File: src/rtl/psm_pkg.sv
package psm_pkg;

    // ==================================================
    // Register map (byte addresses, one word each)
    // ==================================================
    localparam logic [7:0] ADDR_CLOCK_DIVISOR = 8'h00;
    localparam logic [7:0] ADDR_RESET_CONTROL = 8'h04;
    localparam logic [7:0] ADDR_MODULE_DISABLE = 8'h08;
    localparam logic [7:0] ADDR_POWER_SAVE = 8'h0C;
    localparam logic [7:0] ADDR_STATUS = 8'h10;

    // clock_divisor_reg fields
    localparam int RATIO_LSB = 12;
    localparam int SLOWDOWN_EN_BIT = 11;
    localparam int RECOVER_BIT = 15;
    localparam logic [2:0] RATIO_RESET = 3'h0;

    // reset_control_reg fields
    localparam int CORE_REG_STBY_BIT = 8;
    localparam int FLASH_REG_STBY_BIT = 11;

    // capture_compare_module_disable fields and write mask
    localparam int CAPTURE_LSB = 8;
    localparam int COMPARE_LSB = 0;
    localparam logic [15:0] MODULE_DISABLE_MASK = 16'h0F0F;
    localparam logic [15:0] MODULE_DISABLE_RESET = 16'h0000;

    // power_save_instruction operand values
    localparam logic [1:0] OPERAND_SLEEP = 2'h0;
    localparam logic [1:0] OPERAND_IDLE = 2'h1;

    // Resume delay after Idle wake, in cycles of clk_sys (2 to 4 allowed)
    localparam logic [2:0] IDLE_RESUME_CYCLES = 3'h3;

    typedef enum {
        PSM_RUN,
        PSM_ENTER,
        PSM_SLEEP,
        PSM_IDLE,
        PSM_RESUME
    } psm_state_type;

    // Clock and power controls handed to the clock tree
    typedef struct packed {
        logic sys_clk_run;
        logic onchip_osc_run;
        logic low_power_rc_osc_run;
        logic monitor_active;
        logic core_reg_standby;
        logic flash_reg_standby;
        logic cpu_clk_run;
        logic sysclk_periph_run;
        logic wdt_clear;
    } psm_power_ctl_type;

endpackage

File: src/rtl/psm_power_save_ctl.sv
`timescale 1ns/10ps
// Notes on behaviour
// Ratio writes ignored while slowdown enabled
// Slowdown enable refused when ratio is zero
// Interrupt clears slowdown when recover bit set
// Sleep stops system clock and on-chip oscillator
// Clock fail monitor inactive in Sleep
// Low-power RC runs in Sleep with watchdog
// Watchdog cleared before Sleep entry
// Sleep halts system-clocked peripherals only
// Sleep exits on interrupt, reset, watchdog
// Sleep wake resumes on previous clock source
// Regulator bits clear mean standby in Sleep
// Idle stops CPU, clears watchdog, clock runs
// Low-power RC runs in Idle with watchdog/monitor
// Idle exits on interrupt, reset, watchdog
// Idle wake resumes CPU 2-4 cycles later
// Per-peripheral stop-in-idle control honoured
// Interrupt during instruction held until entry done
// Bits 11..8 disable capture channels 4..1
// Bits 3..0 disable compare channels 4..1
// Processor picks Sleep or Idle by operand
module psm_power_save_ctl #(
    parameter int PERIPH_COUNT = 8
) (
    input wire logic clk_sys,
    input wire logic rst,
    // Wishbone classic slave
    input wire logic wb_cyc_i,
    input wire logic wb_stb_i,
    input wire logic wb_we_i,
    input wire logic [7:0] wb_adr_i,
    input wire logic [3:0] wb_sel_i,
    input wire logic [31:0] wb_dat_i,
    output logic [31:0] wb_dat_o,
    output logic wb_ack_o,
    // Core side
    input wire logic interrupt_pending,
    input wire logic wdt_timeout,
    input wire logic wdt_enabled,
    input wire logic monitor_enabled,
    input wire logic [PERIPH_COUNT-1:0] periph_stop_in_idle,
    output psm_pkg::psm_power_ctl_type power_ctl,
    output logic [2:0] cpu_slowdown_ratio,
    output logic slowdown_active,
    output logic [PERIPH_COUNT-1:0] periph_run,
    output logic [3:0] capture_off,
    output logic [3:0] compare_off,
    output logic cpu_resumed
);

    // ==================================================
    // Bus decode
    // ==================================================
    wire logic bus_req = wb_cyc_i & wb_stb_i & ~wb_ack_o;
    wire logic bus_wr = bus_req & wb_we_i;
    wire logic sel_lo = wb_sel_i[0];
    wire logic sel_hi = wb_sel_i[1];
    wire logic hit_div = wb_adr_i == psm_pkg::ADDR_CLOCK_DIVISOR;
    wire logic hit_reset_control_reg = wb_adr_i == psm_pkg::ADDR_RESET_CONTROL;
    wire logic hit_pmd = wb_adr_i == psm_pkg::ADDR_MODULE_DISABLE;
    wire logic hit_pws = wb_adr_i == psm_pkg::ADDR_POWER_SAVE;
    wire logic hit_stat = wb_adr_i == psm_pkg::ADDR_STATUS;

    // ==================================================
    // Registers
    // ==================================================
    logic [2:0] ratio_q;
    logic slow_en_q;
    logic recover_q;
    logic core_stby_ctl_q;
    logic flash_stby_ctl_q;
    logic [15:0] pmd_q;
    psm_pkg::psm_state_type state_q;
    psm_pkg::psm_state_type state_d;
    logic sleep_sel_q;
    logic [2:0] resume_cnt_q;
    logic irq_held_q;
    logic ack_q;

    // Next values of the divisor fields
    wire logic div_wr = bus_wr & hit_div;
    wire logic [2:0] ratio_wdata = wb_dat_i[psm_pkg::RATIO_LSB +: 3];
    wire logic en_wdata = wb_dat_i[psm_pkg::SLOWDOWN_EN_BIT];
    // Ratio frozen while enabled, so the live clock never sees a mid-run change
    wire logic ratio_take = div_wr & sel_hi & ~slow_en_q;
    wire logic [2:0] ratio_d = ratio_take ? ratio_wdata : ratio_q;
    // Enable refused against the ratio value already stored
    wire logic en_set_ok = en_wdata & (ratio_q != 3'h0);
    wire logic irq_recover = recover_q & interrupt_pending;
    // Hardware clear wins over a software set in the same cycle
    wire logic slow_en_d = irq_recover ? 1'b0 : ((div_wr & sel_hi) ? en_set_ok : slow_en_q);

    // Divisor register
    always_ff @(posedge clk_sys or posedge rst)
    begin
        if (rst)
        begin
            ratio_q <= psm_pkg::RATIO_RESET;
            slow_en_q <= 1'b0;
            recover_q <= 1'b0;
        end
        else
        begin
            ratio_q <= ratio_d;
            slow_en_q <= slow_en_d;
            if (div_wr & sel_hi)
                recover_q <= wb_dat_i[psm_pkg::RECOVER_BIT];
        end
    end

    // Regulator standby controls, clear by default for lowest Sleep current
    always_ff @(posedge clk_sys or posedge rst)
    begin
        if (rst)
        begin
            core_stby_ctl_q <= 1'b0;
            flash_stby_ctl_q <= 1'b0;
        end
        else if (bus_wr & hit_reset_control_reg & sel_hi)
        begin
            core_stby_ctl_q <= wb_dat_i[psm_pkg::CORE_REG_STBY_BIT];
            flash_stby_ctl_q <= wb_dat_i[psm_pkg::FLASH_REG_STBY_BIT];
        end
    end

    // Module disable register, only the channel bits are implemented
    wire logic [15:0] pmd_lanes = {{8{sel_hi}}, {8{sel_lo}}};
    wire logic [15:0] pmd_wmask = pmd_lanes & psm_pkg::MODULE_DISABLE_MASK;
    wire logic [15:0] pmd_d = (pmd_q & ~pmd_wmask) | (wb_dat_i[15:0] & pmd_wmask);
    always_ff @(posedge clk_sys or posedge rst)
    begin
        if (rst)
            pmd_q <= psm_pkg::MODULE_DISABLE_RESET;
        else if (bus_wr & hit_pmd)
            pmd_q <= pmd_d;
    end

    // ==================================================
    // Power-save sequencer
    // ==================================================
    // A write to the power-save word is the instruction; its operand picks the mode
    wire logic instr_issue = bus_wr & hit_pws & sel_lo & (state_q == psm_pkg::PSM_RUN);
    wire logic instr_sleep = wb_dat_i[1:0] == psm_pkg::OPERAND_SLEEP;
    wire logic instr_idle = wb_dat_i[1:0] == psm_pkg::OPERAND_IDLE;
    // Reset itself is a wake event through the asynchronous return to run
    wire logic wake_event = interrupt_pending | irq_held_q | wdt_timeout;

    // Next state
    always_comb
    begin
        state_d = state_q;
        case (state_q)
            psm_pkg::PSM_RUN:
                if (instr_issue & (instr_sleep | instr_idle))
                    state_d = psm_pkg::PSM_ENTER;
            psm_pkg::PSM_ENTER:
                state_d = sleep_sel_q ? psm_pkg::PSM_SLEEP : psm_pkg::PSM_IDLE;
            psm_pkg::PSM_SLEEP:
                if (wake_event)
                    state_d = psm_pkg::PSM_RUN;
            psm_pkg::PSM_IDLE:
                if (wake_event)
                    state_d = psm_pkg::PSM_RESUME;
            psm_pkg::PSM_RESUME:
                if (resume_cnt_q == 3'h1)
                    state_d = psm_pkg::PSM_RUN;
            default:
                state_d = psm_pkg::PSM_RUN;
        endcase
    end

    // State, mode choice, held interrupt and resume counter
    always_ff @(posedge clk_sys or posedge rst)
    begin
        if (rst)
        begin
            state_q <= psm_pkg::PSM_RUN;
            sleep_sel_q <= 1'b0;
            irq_held_q <= 1'b0;
            resume_cnt_q <= 3'h0;
        end
        else
        begin
            state_q <= state_d;
            if (instr_issue)
                sleep_sel_q <= instr_sleep;
            // Interrupt during entry is held, then wakes once settled
            if (state_q == psm_pkg::PSM_ENTER)
                irq_held_q <= irq_held_q | interrupt_pending;
            else if (state_q != psm_pkg::PSM_RUN)
                irq_held_q <= 1'b0;
            else
                irq_held_q <= instr_issue & interrupt_pending;
            if (state_q == psm_pkg::PSM_IDLE)
                resume_cnt_q <= psm_pkg::IDLE_RESUME_CYCLES;
            else if (resume_cnt_q != 3'h0)
                resume_cnt_q <= resume_cnt_q - 3'h1;
        end
    end

    // ==================================================
    // Clock and power outputs
    // ==================================================
    wire logic in_sleep = state_q == psm_pkg::PSM_SLEEP;
    wire logic in_idle = (state_q == psm_pkg::PSM_IDLE) | (state_q == psm_pkg::PSM_RESUME);
    // Clock source selection lives outside; we only gate it, so wake returns to it
    assign power_ctl.sys_clk_run = ~in_sleep;
    assign power_ctl.onchip_osc_run = ~in_sleep;
    assign power_ctl.monitor_active = monitor_enabled & ~in_sleep;
    assign power_ctl.low_power_rc_osc_run = in_sleep ? wdt_enabled :
        (in_idle ? (wdt_enabled | monitor_enabled) : 1'b1);
    assign power_ctl.core_reg_standby = in_sleep & ~core_stby_ctl_q;
    assign power_ctl.flash_reg_standby = in_sleep & ~flash_stby_ctl_q;
    assign power_ctl.cpu_clk_run = state_q == psm_pkg::PSM_RUN;
    assign power_ctl.sysclk_periph_run = ~in_sleep;
    // Watchdog cleared in the entry cycle, ahead of either mode
    assign power_ctl.wdt_clear = (state_q == psm_pkg::PSM_ENTER) & wdt_enabled;
    assign cpu_resumed = (state_q == psm_pkg::PSM_RESUME) & (resume_cnt_q == 3'h1);

    // Per-peripheral run enables
    genvar gi;
    generate
        for (gi = 0; gi < PERIPH_COUNT; gi++)
        begin : g_periph
            assign periph_run[gi] = ~in_sleep & ~(in_idle & periph_stop_in_idle[gi]);
        end
    endgenerate

    assign capture_off = pmd_q[psm_pkg::CAPTURE_LSB +: 4];
    assign compare_off = pmd_q[psm_pkg::COMPARE_LSB +: 4];
    assign cpu_slowdown_ratio = ratio_q;
    assign slowdown_active = slow_en_q;

    // ==================================================
    // Read mux and acknowledge
    // ==================================================
    wire logic [15:0] div_rd = {recover_q, ratio_q, slow_en_q, 11'h000};
    wire logic [15:0] reset_control_reg_rd = {4'h0, flash_stby_ctl_q, 2'h0, core_stby_ctl_q, 8'h00};
    wire logic [15:0] stat_rd = {12'h000, irq_held_q, in_idle, in_sleep, sleep_sel_q};
    wire logic [15:0] rd_word = hit_div ? div_rd : hit_reset_control_reg ? reset_control_reg_rd : hit_pmd ? pmd_q :
        hit_stat ? stat_rd : 16'h0000;

    // Every address acks in one cycle; unmapped reads return zero
    always_ff @(posedge clk_sys or posedge rst)
    begin
        if (rst)
        begin
            ack_q <= 1'b0;
            wb_dat_o <= 32'h00000000;
        end
        else
        begin
            ack_q <= bus_req;
            if (bus_req & ~wb_we_i)
                wb_dat_o <= {16'h0000, rd_word};
        end
    end
    assign wb_ack_o = ack_q;

endmodule // psm_power_save_ctl

File: config.mk
export PLATFORM = sky130hd
export DESIGN_NAME = psm_power_save_ctl
export DESIGN_NICKNAME = d
export VERILOG_FILES = /design/src/rtl/psm_pkg.sv /design/src/rtl/psm_power_save_ctl.sv
export SDC_FILE = /design/constraint.sdc
export NUM_CORES = 1
export LEC_CHECK = 0
export ABC_AREA = 1
export BUFFER_PORTS_ARGS = -buffer_cell sky130_fd_sc_hd__buf_2
export CAP_MARGIN = 30
export CORE_ASPECT_RATIO = 1.4
export CORE_UTILIZATION = 40
export CTS_BUF_LIST = sky130_fd_sc_hd__clkbuf_8
export CTS_CLUSTER_DIAMETER = 120
export DETAILED_ROUTE_END_ITERATION = 8
export HOLD_SLACK_MARGIN = 0.08
export PLACE_DENSITY = 0.88
export SLEW_MARGIN = 20
export SYNTH_ARGS = -nofsm -noshare
export SYNTH_HDL_FRONTEND = slang
export SYNTH_SLANG_ARGS = --single-unit
File: constraint.sdc
create_clock -name clk_sys -period 1.3 [get_ports clk_sys]
set_input_delay 0.065 -clock clk_sys [delete_from_list [all_inputs] [get_ports clk_sys]]
set_output_delay 0.065 -clock clk_sys [all_outputs]
set_load 0.01 [all_outputs]
==> impl_metrics.env, run 1 <==
export IMPL_crit_chain="inv_2, nor3_4, buf_4, o211ai_1, buf_2"
export IMPL_fin_nets=455
export IMPL_final_common_cell="buf_2"
export IMPL_ys_warn_count=0
export IMPL_io_pins=124
export IMPL_synth_area_mux_share_pct=0
export IMPL_grt_overflow_total=0
export IMPL_drc_errors=0
export IMPL_grt_pass1_wl_mm=8.29
export IMPL_wire_per_inst_um=12.2
export IMPL_leakagePower_nw=1.68
export IMPL_cp_slowest_cell="dfrtp_1"
export IMPL_num_antenna_cells=0
export IMPL_initialDrtViolationCount=43
export IMPL_ys_seq_elements=36
export IMPL_max_cap_violations=0
export IMPL_fp_dieW_um=61.7
export IMPL_num_vias=2148
export IMPL_critPathCaptureType="output port"
export IMPL_grt_util_all_layers_pct=20.8
export IMPL_cp_start_kind="flop"
export IMPL_run_status="finished with violations"
export IMPL_synth_top_area_cell="dfrtp_1"
export IMPL_rsz0062_at_grt="yes"
export IMPL_cts_sinks=36
export IMPL_synth_xor_area_share_pct=0
export IMPL_start_util_pct=41.5
export IMPL_min_period_over_period_pct=117
export IMPL_timing_hold_violations_final=0
export IMPL_tritoncts="done"
export IMPL_clk_path_buf_depth=2
export IMPL_arrival_ns=1.46
export IMPL_cts_root_buf="clkbuf_8"
export IMPL_synthAdderAreaFrac_pct=1.88
export IMPL_synth_top_family_by_area="simple AND/OR/NAND/NOR gates"
export IMPL_synth_seq_area_share_pct=45.2
export IMPL_critPathMaxFanout=4
export IMPL_failed_checks="setup timing"
export IMPL_drive_gt1_share_pct=43.1
export IMPL_h_tree_depth=2
export IMPL_fp_coreArea_sq_um=4800
export IMPL_clk_pin_slew_ns=0.08
export IMPL_fin_area_sq_um=3060
export IMPL_clk_latency_ns=0.29
export IMPL_yosysUniqueCellTypes=23
export IMPL_syn_area_sq_um=1990
export IMPL_place_area_sq_um=2500
export IMPL_final_cell_mix="buf_2, nand2_1, dfrtp_1"
export IMPL_dr_pass1_iters=4
export IMPL_die_h_um=85.6
export IMPL_fillers=418
export IMPL_grt_start_max_net_pins=37
export IMPL_setup_viol=20
export IMPL_slowest_delay_ns=0.38
export IMPL_netlist_instances=266
export IMPL_synth_simple_gate_area_share_pct=24.8
export IMPL_post_route_min_period_ns=1.53
export IMPL_setup_tns_ns=-2.83
export IMPL_skew_ns=0.00851
export IMPL_synth_area_leaders="dfrtp_1, nand2_1, buf_4"
export IMPL_maxSlewViolCount=0
export IMPL_hp_class="input pin to flop"
export IMPL_power_mw=4.04
export IMPL_dp_slack_ns=-0.0189
export IMPL_multiInputGateArea_sq_um=1030
export IMPL_numCtsBuffers=5
export IMPL_clock_fmax_mhz=655
export IMPL_avgSynthCellArea_sq_um=7.50
export IMPL_synth_top_cell_area_share_pct=45.2
export IMPL_drt_wl_total_mm=5.56
export IMPL_ant_nets=0
export IMPL_grt_pass1_vias=2047
export IMPL_worst_ep_required_time_ns=1.24
export IMPL_area_growth_pct=53.6
export IMPL_critical_path_class="flop to output port"
export IMPL_via_per_inst=4.71
export IMPL_peakVddDrop_mv=1.03
export IMPL_power_density_nw_per_um2=1320
export IMPL_io_buffers=81
export IMPL_dieArea_sq_um=5280
export IMPL_dpl_hpwl_mm=3.83
export IMPL_synth_compound_area_share_pct=11.4
export IMPL_setup_slack_ns=-0.227
export IMPL_antenna_found_initial=0
export IMPL_placement_rows=30
export IMPL_place_congestion=0.820
export IMPL_ff_latch_area_sq_um=902
[path summary, 6_finish.rpt]
path | slack (ns) | from | endpoint | cells past startpoint
setup / recovery | -0.23 | state_q[2] | power_ctl[6] | 5
hold / removal | 0.13 | wb_adr_i[2] | wb_dat_o[10] | 4
setup reg to reg | -0.03 | state_q[2] | state_q[2] | 7
hold reg to reg | 0.48 | wb_dat_o[8] | wb_dat_o[8] | 2
max in group asynchronous | 0.55 | rst | state_q[0] | 4
min in group asynchronous | 0.41 | rst | recover_q | 4
[synthesized netlist by cell type]
library cell / n
a211oi_1: 1
a21boi_0: 1
a21oi_1: 13
a31oi_1: 2
buf_4: 22
clkbuf_1: 1
clkinv_1: 1
conb_1: 1
dfrtp_1: 36
ha_1: 3
inv_1: 42
nand2_1: 70
nand3_1: 14
nand4_1: 3
nor2_1: 23
nor2_4: 1
nor3_1: 3
nor3_4: 1
nor3b_1: 1
o211ai_1: 1
o21ai_0: 24
o31ai_1: 1
or2_2: 1
[stage by stage]
step	utilization, %	cells	hold slack, ns
5_1_grt	63.8	456	0.149
3_3_place_gp	52.1	423	0.186
2_1_floorplan	-	285	0.173
6_report	63.8	456	0.130
3_5_place_dp	52.1	423	0.196
4_1_cts	59.1	451	0.143
[per-layer routing]
metal  wire length [um]  up-vias  GRT usage [%]
li1                   -     1043              -
met1               2140     1003           25.0
met2               2900       86           34.2
met3                383       16           6.03
met4                136        0           8.28
met5                  0        -              0
[final cells by class]
class / count / share of cell area [%]
multi-input cells: 183 / 33.7
flip-flops and latches: 36 / 29.4
repair buffers: 122 / 25.6
inverters: 43 / 5.59
clock buffers: 6 / 2.69
well taps: 64 / 2.61
clock inverters: 2 / 0.367
[logic make-up after synthesis]
logic type | Yosys count
compound gates | 43
fa+ha+maj | 3
buf+inv | 66
flops | 36
other cells | 1
simple gates | 117
[worst max-delay path: cells and delay by family, from the launching register on]
family / cells / cell delay [ns]
buffers and inverters: 3 / 0.39
AND/OR/NAND/NOR: 1 / 0.29
flip-flops: 1 / 0.38
AO/OA/AOI/OAI: 1 / 0.10
[power breakdown]
part	internal [mW]	leakage, nW	total (mW)	switching, mW
registers	1.24	0.464	1.35	0.110
logic	0.769	1.17	1.85	1.08
clock network	0.423	0.0486	0.840	0.417
total	2.43	1.68	4.04	1.61
[repair_timing]
| action | 4_1_cts | 5_1_grt |
|---|---|---|
| buffers inserted | 3 | 6 |
| pin swaps | 5 | 16 |
| resized for setup | 23 | 69 |
| gates cloned | 0 | 0 |
| setup endpoints to repair | 26 | 51 |
| hold buffers | 17 | 0 |
| endpoints found under the hold margin | 54 | 0 |
Power figures use the tool's default switching activity.
==> run 2, diff against run 1 <==
--- a/config.mk
+++ b/config.mk
@@ -8,13 +8,15 @@
 export ABC_AREA = 1
 export BUFFER_PORTS_ARGS = -buffer_cell sky130_fd_sc_hd__buf_2
 export CAP_MARGIN = 30
+export CELL_PAD_IN_SITES_DETAIL_PLACEMENT = 1
+export CELL_PAD_IN_SITES_GLOBAL_PLACEMENT = 2
 export CORE_ASPECT_RATIO = 1.4
-export CORE_UTILIZATION = 40
+export CORE_UTILIZATION = 20
 export CTS_BUF_LIST = sky130_fd_sc_hd__clkbuf_8
 export CTS_CLUSTER_DIAMETER = 120
 export DETAILED_ROUTE_END_ITERATION = 8
 export HOLD_SLACK_MARGIN = 0.08
-export PLACE_DENSITY = 0.88
+export PLACE_DENSITY = 0.87
 export SLEW_MARGIN = 20
 export SYNTH_ARGS = -nofsm -noshare
 export SYNTH_HDL_FRONTEND = slang
==> run 2 against run 1 <==
  * The flow still finishes with violations (setup timing)
  * Maximum frequency grew 2.5%
  * Via count shrank 1.9%
  * Core utilization decreased by 31 points
  * Hold slack got worse by 0.036 ns
  * Register-to-register slack got worse by 0.07 ns
  * Combinational power grew 3%
  * Highest routed layer unchanged
==> impl_metrics.env, run 2 (synthesis gave the netlist of run 1 again) <==
export IMPL_h_tree_depth=2
export IMPL_num_vias=2107
export IMPL_grt_start_max_net_pins=37
export IMPL_cp_slowest_cell="dfrtp_1"
export IMPL_initialDrtViolationCount=78
export IMPL_arrival_ns=1.42
export IMPL_grt_pass1_wl_mm=9.74
export IMPL_wl_met1_mm=2.38
export IMPL_post_route_min_period_ns=1.49
export IMPL_io_pins=124
export IMPL_fp_coreArea_sq_um=9560
export IMPL_critPathCaptureType="output port"
export IMPL_grt_pass1_vias=2085
export IMPL_whs_ns=0.0941
export IMPL_met3WireLength_um=295
export IMPL_placement_rows=42
export IMPL_final_cell_mix="buf_2, nand2_1, dfrtp_1"
export IMPL_dr_pass1_iters=4
export IMPL_skew_ns=0.0133
export IMPL_dp_slack_ns=-0.0998
export IMPL_clock_fmax_mhz=671
export IMPL_tritoncts="done"
export IMPL_ant_nets=0
export IMPL_antenna_found_initial=0
export IMPL_setup_viol=32
export IMPL_dpl_hpwl_mm=4.81
export IMPL_power_frac_clock_pct=19.4
export IMPL_fin_nets=456
export IMPL_power_share_sequential_pct=33.3
export IMPL_cts_root_buf="clkbuf_8"
export IMPL_path_common_cell="nor2_4"
export IMPL_failed_checks="setup timing"
export IMPL_internal_power_mw=2.43
export IMPL_crit_chain="inv_2, nor2_4, nor2_4, clkinv_4, a21oi_2, buf_2"
export IMPL_leakagePower_nw=1.67
export IMPL_cp_start_kind="flop"
export IMPL_area_growth_pct=57.7
export IMPL_clk_latency_ns=0.30
export IMPL_maxSlewViolCount=0
export IMPL_num_antenna_cells=0
export IMPL_worst_ep_required_time_ns=1.24
export IMPL_power_switching_mw=1.60
export IMPL_peakVddDrop_mv=0.372
export IMPL_numCtsBuffers=5
export IMPL_clk_pin_slew_ns=0.08
export IMPL_power_density_nw_per_um2=1280
export IMPL_slowest_delay_ns=0.44
export IMPL_start_util_pct=20.9
export IMPL_final_common_cell="buf_2"
export IMPL_critPathMaxFanout=8
export IMPL_hp_class="input pin to flop"
export IMPL_fp_dieW_um=86.4
export IMPL_critical_path_class="flop to output port"
export IMPL_cts_sinks=36
export IMPL_via_per_inst=4.01
export IMPL_drc_errors=0
export IMPL_netSwitchingFraction_pct=39.7
export IMPL_rsz0062_at_grt="yes"
export IMPL_grt_overflow_total=0
export IMPL_clk_path_buf_depth=2
export IMPL_place_congestion=0.740
export IMPL_die_h_um=120
export IMPL_grt_util_all_layers_pct=12.4
export IMPL_combPwrFrac_pct=47.3
export IMPL_io_buffers=81
export IMPL_drt_wl_total_mm=6.30
export IMPL_run_status="finished with violations"
export IMPL_dieArea_sq_um=10400
export IMPL_drive_gt1_share_pct=39.2
export IMPL_wire_per_inst_um=12.0
export IMPL_timing_hold_violations_final=0
export IMPL_min_period_over_period_pct=115
export IMPL_wl_met2_mm=3.48
export IMPL_top_layer_used="met4"
export IMPL_setup_slack_ns=-0.189
export IMPL_max_cap_violations=0
-- run 2: layout make-up --
| class | instances | area (sq um) |
|---|---|---|
| Clock inverter | 3 | 16.3 |
| Timing Repair Buffer | 123 | 822 |
| Clock buffer | 5 | 68.8 |
| Multi-Input combinational cell | 183 | 1000 |
| Inverter | 43 | 169 |
| Sequential cell | 36 | 901 |
| Fill cell | 1219 | 6420 |
| Tap cell | 132 | 165 |
-- run 2: repair_timing --
action                                  4_1_cts  5_1_grt
cloned                                        0        1
endpoints found under the hold margin        54        0
hold buffers                                 16        0
pin swaps                                     8        8
buffers inserted                              4        3
endpoints found under the setup margin       47       50
resized for setup                            54       23
-- run 2: routing by layer --
metal	up-vias	GRT usage, %
li1	1048	-
met1	985	13.0
met2	64	23.1
met3	10	2.68
met4	0	5.42
met5	-	0
-- run 2: worst paths after layout --
path                       slack (ns)       endpoint   startpoint  cells past startpoint
setup / recovery                -0.19  periph_run[2]   state_q[0]                      6
hold / removal                   0.09           flop  wb_dat_i[1]                      3
setup reg to reg                -0.10           flop     wb_ack_o                      7
hold reg to reg                  0.49    wb_dat_o[2]  wb_dat_o[2]                      2
max in group asynchronous        0.53      async pin          rst                      4
min in group asynchronous        0.42       wb_ack_o          rst                      4
-- run 2: per-stage QoR --
| stage | cells | utilization (%) | power, mW | setup TNS (ns) | area, sq um |
|---|---|---|---|---|---|
| 6_report | 525 | 32.9 | 4.04 | -3.36 | 3140 |
| 5_1_grt | 525 | 32.9 | 4.36 | -8.64 | 3140 |
| 2_1_floorplan | 285 | - | 2.22 | 0 | 2070 |
| 3_5_place_dp | 495 | 27.4 | 2.82 | -1.14 | 2620 |
| 4_1_cts | 522 | 31.9 | 4.04 | -4.28 | 3050 |
| 3_3_place_gp | 495 | 27.4 | 2.76 | -0.957 | 2620 |
-- run 2: power by group through the flow --
stage               registers [mW]  logic, mW  clock network (mW)
finish                        1.34       1.91               0.784
global placement              1.32       1.44                   0
detailed placement            1.34       1.48                   0
CTS                           1.34       1.87               0.831
global route                  1.36       2.12               0.874
floorplan                     1.32      0.904                   0
-- run 2: worst max-delay path, delay by kind of cell, from the launching register on --
kind            cells  cell delay (ns)
flops               1             0.44
buf+inv             3             0.38
simple gates        2             0.17
compound gates      1             0.14
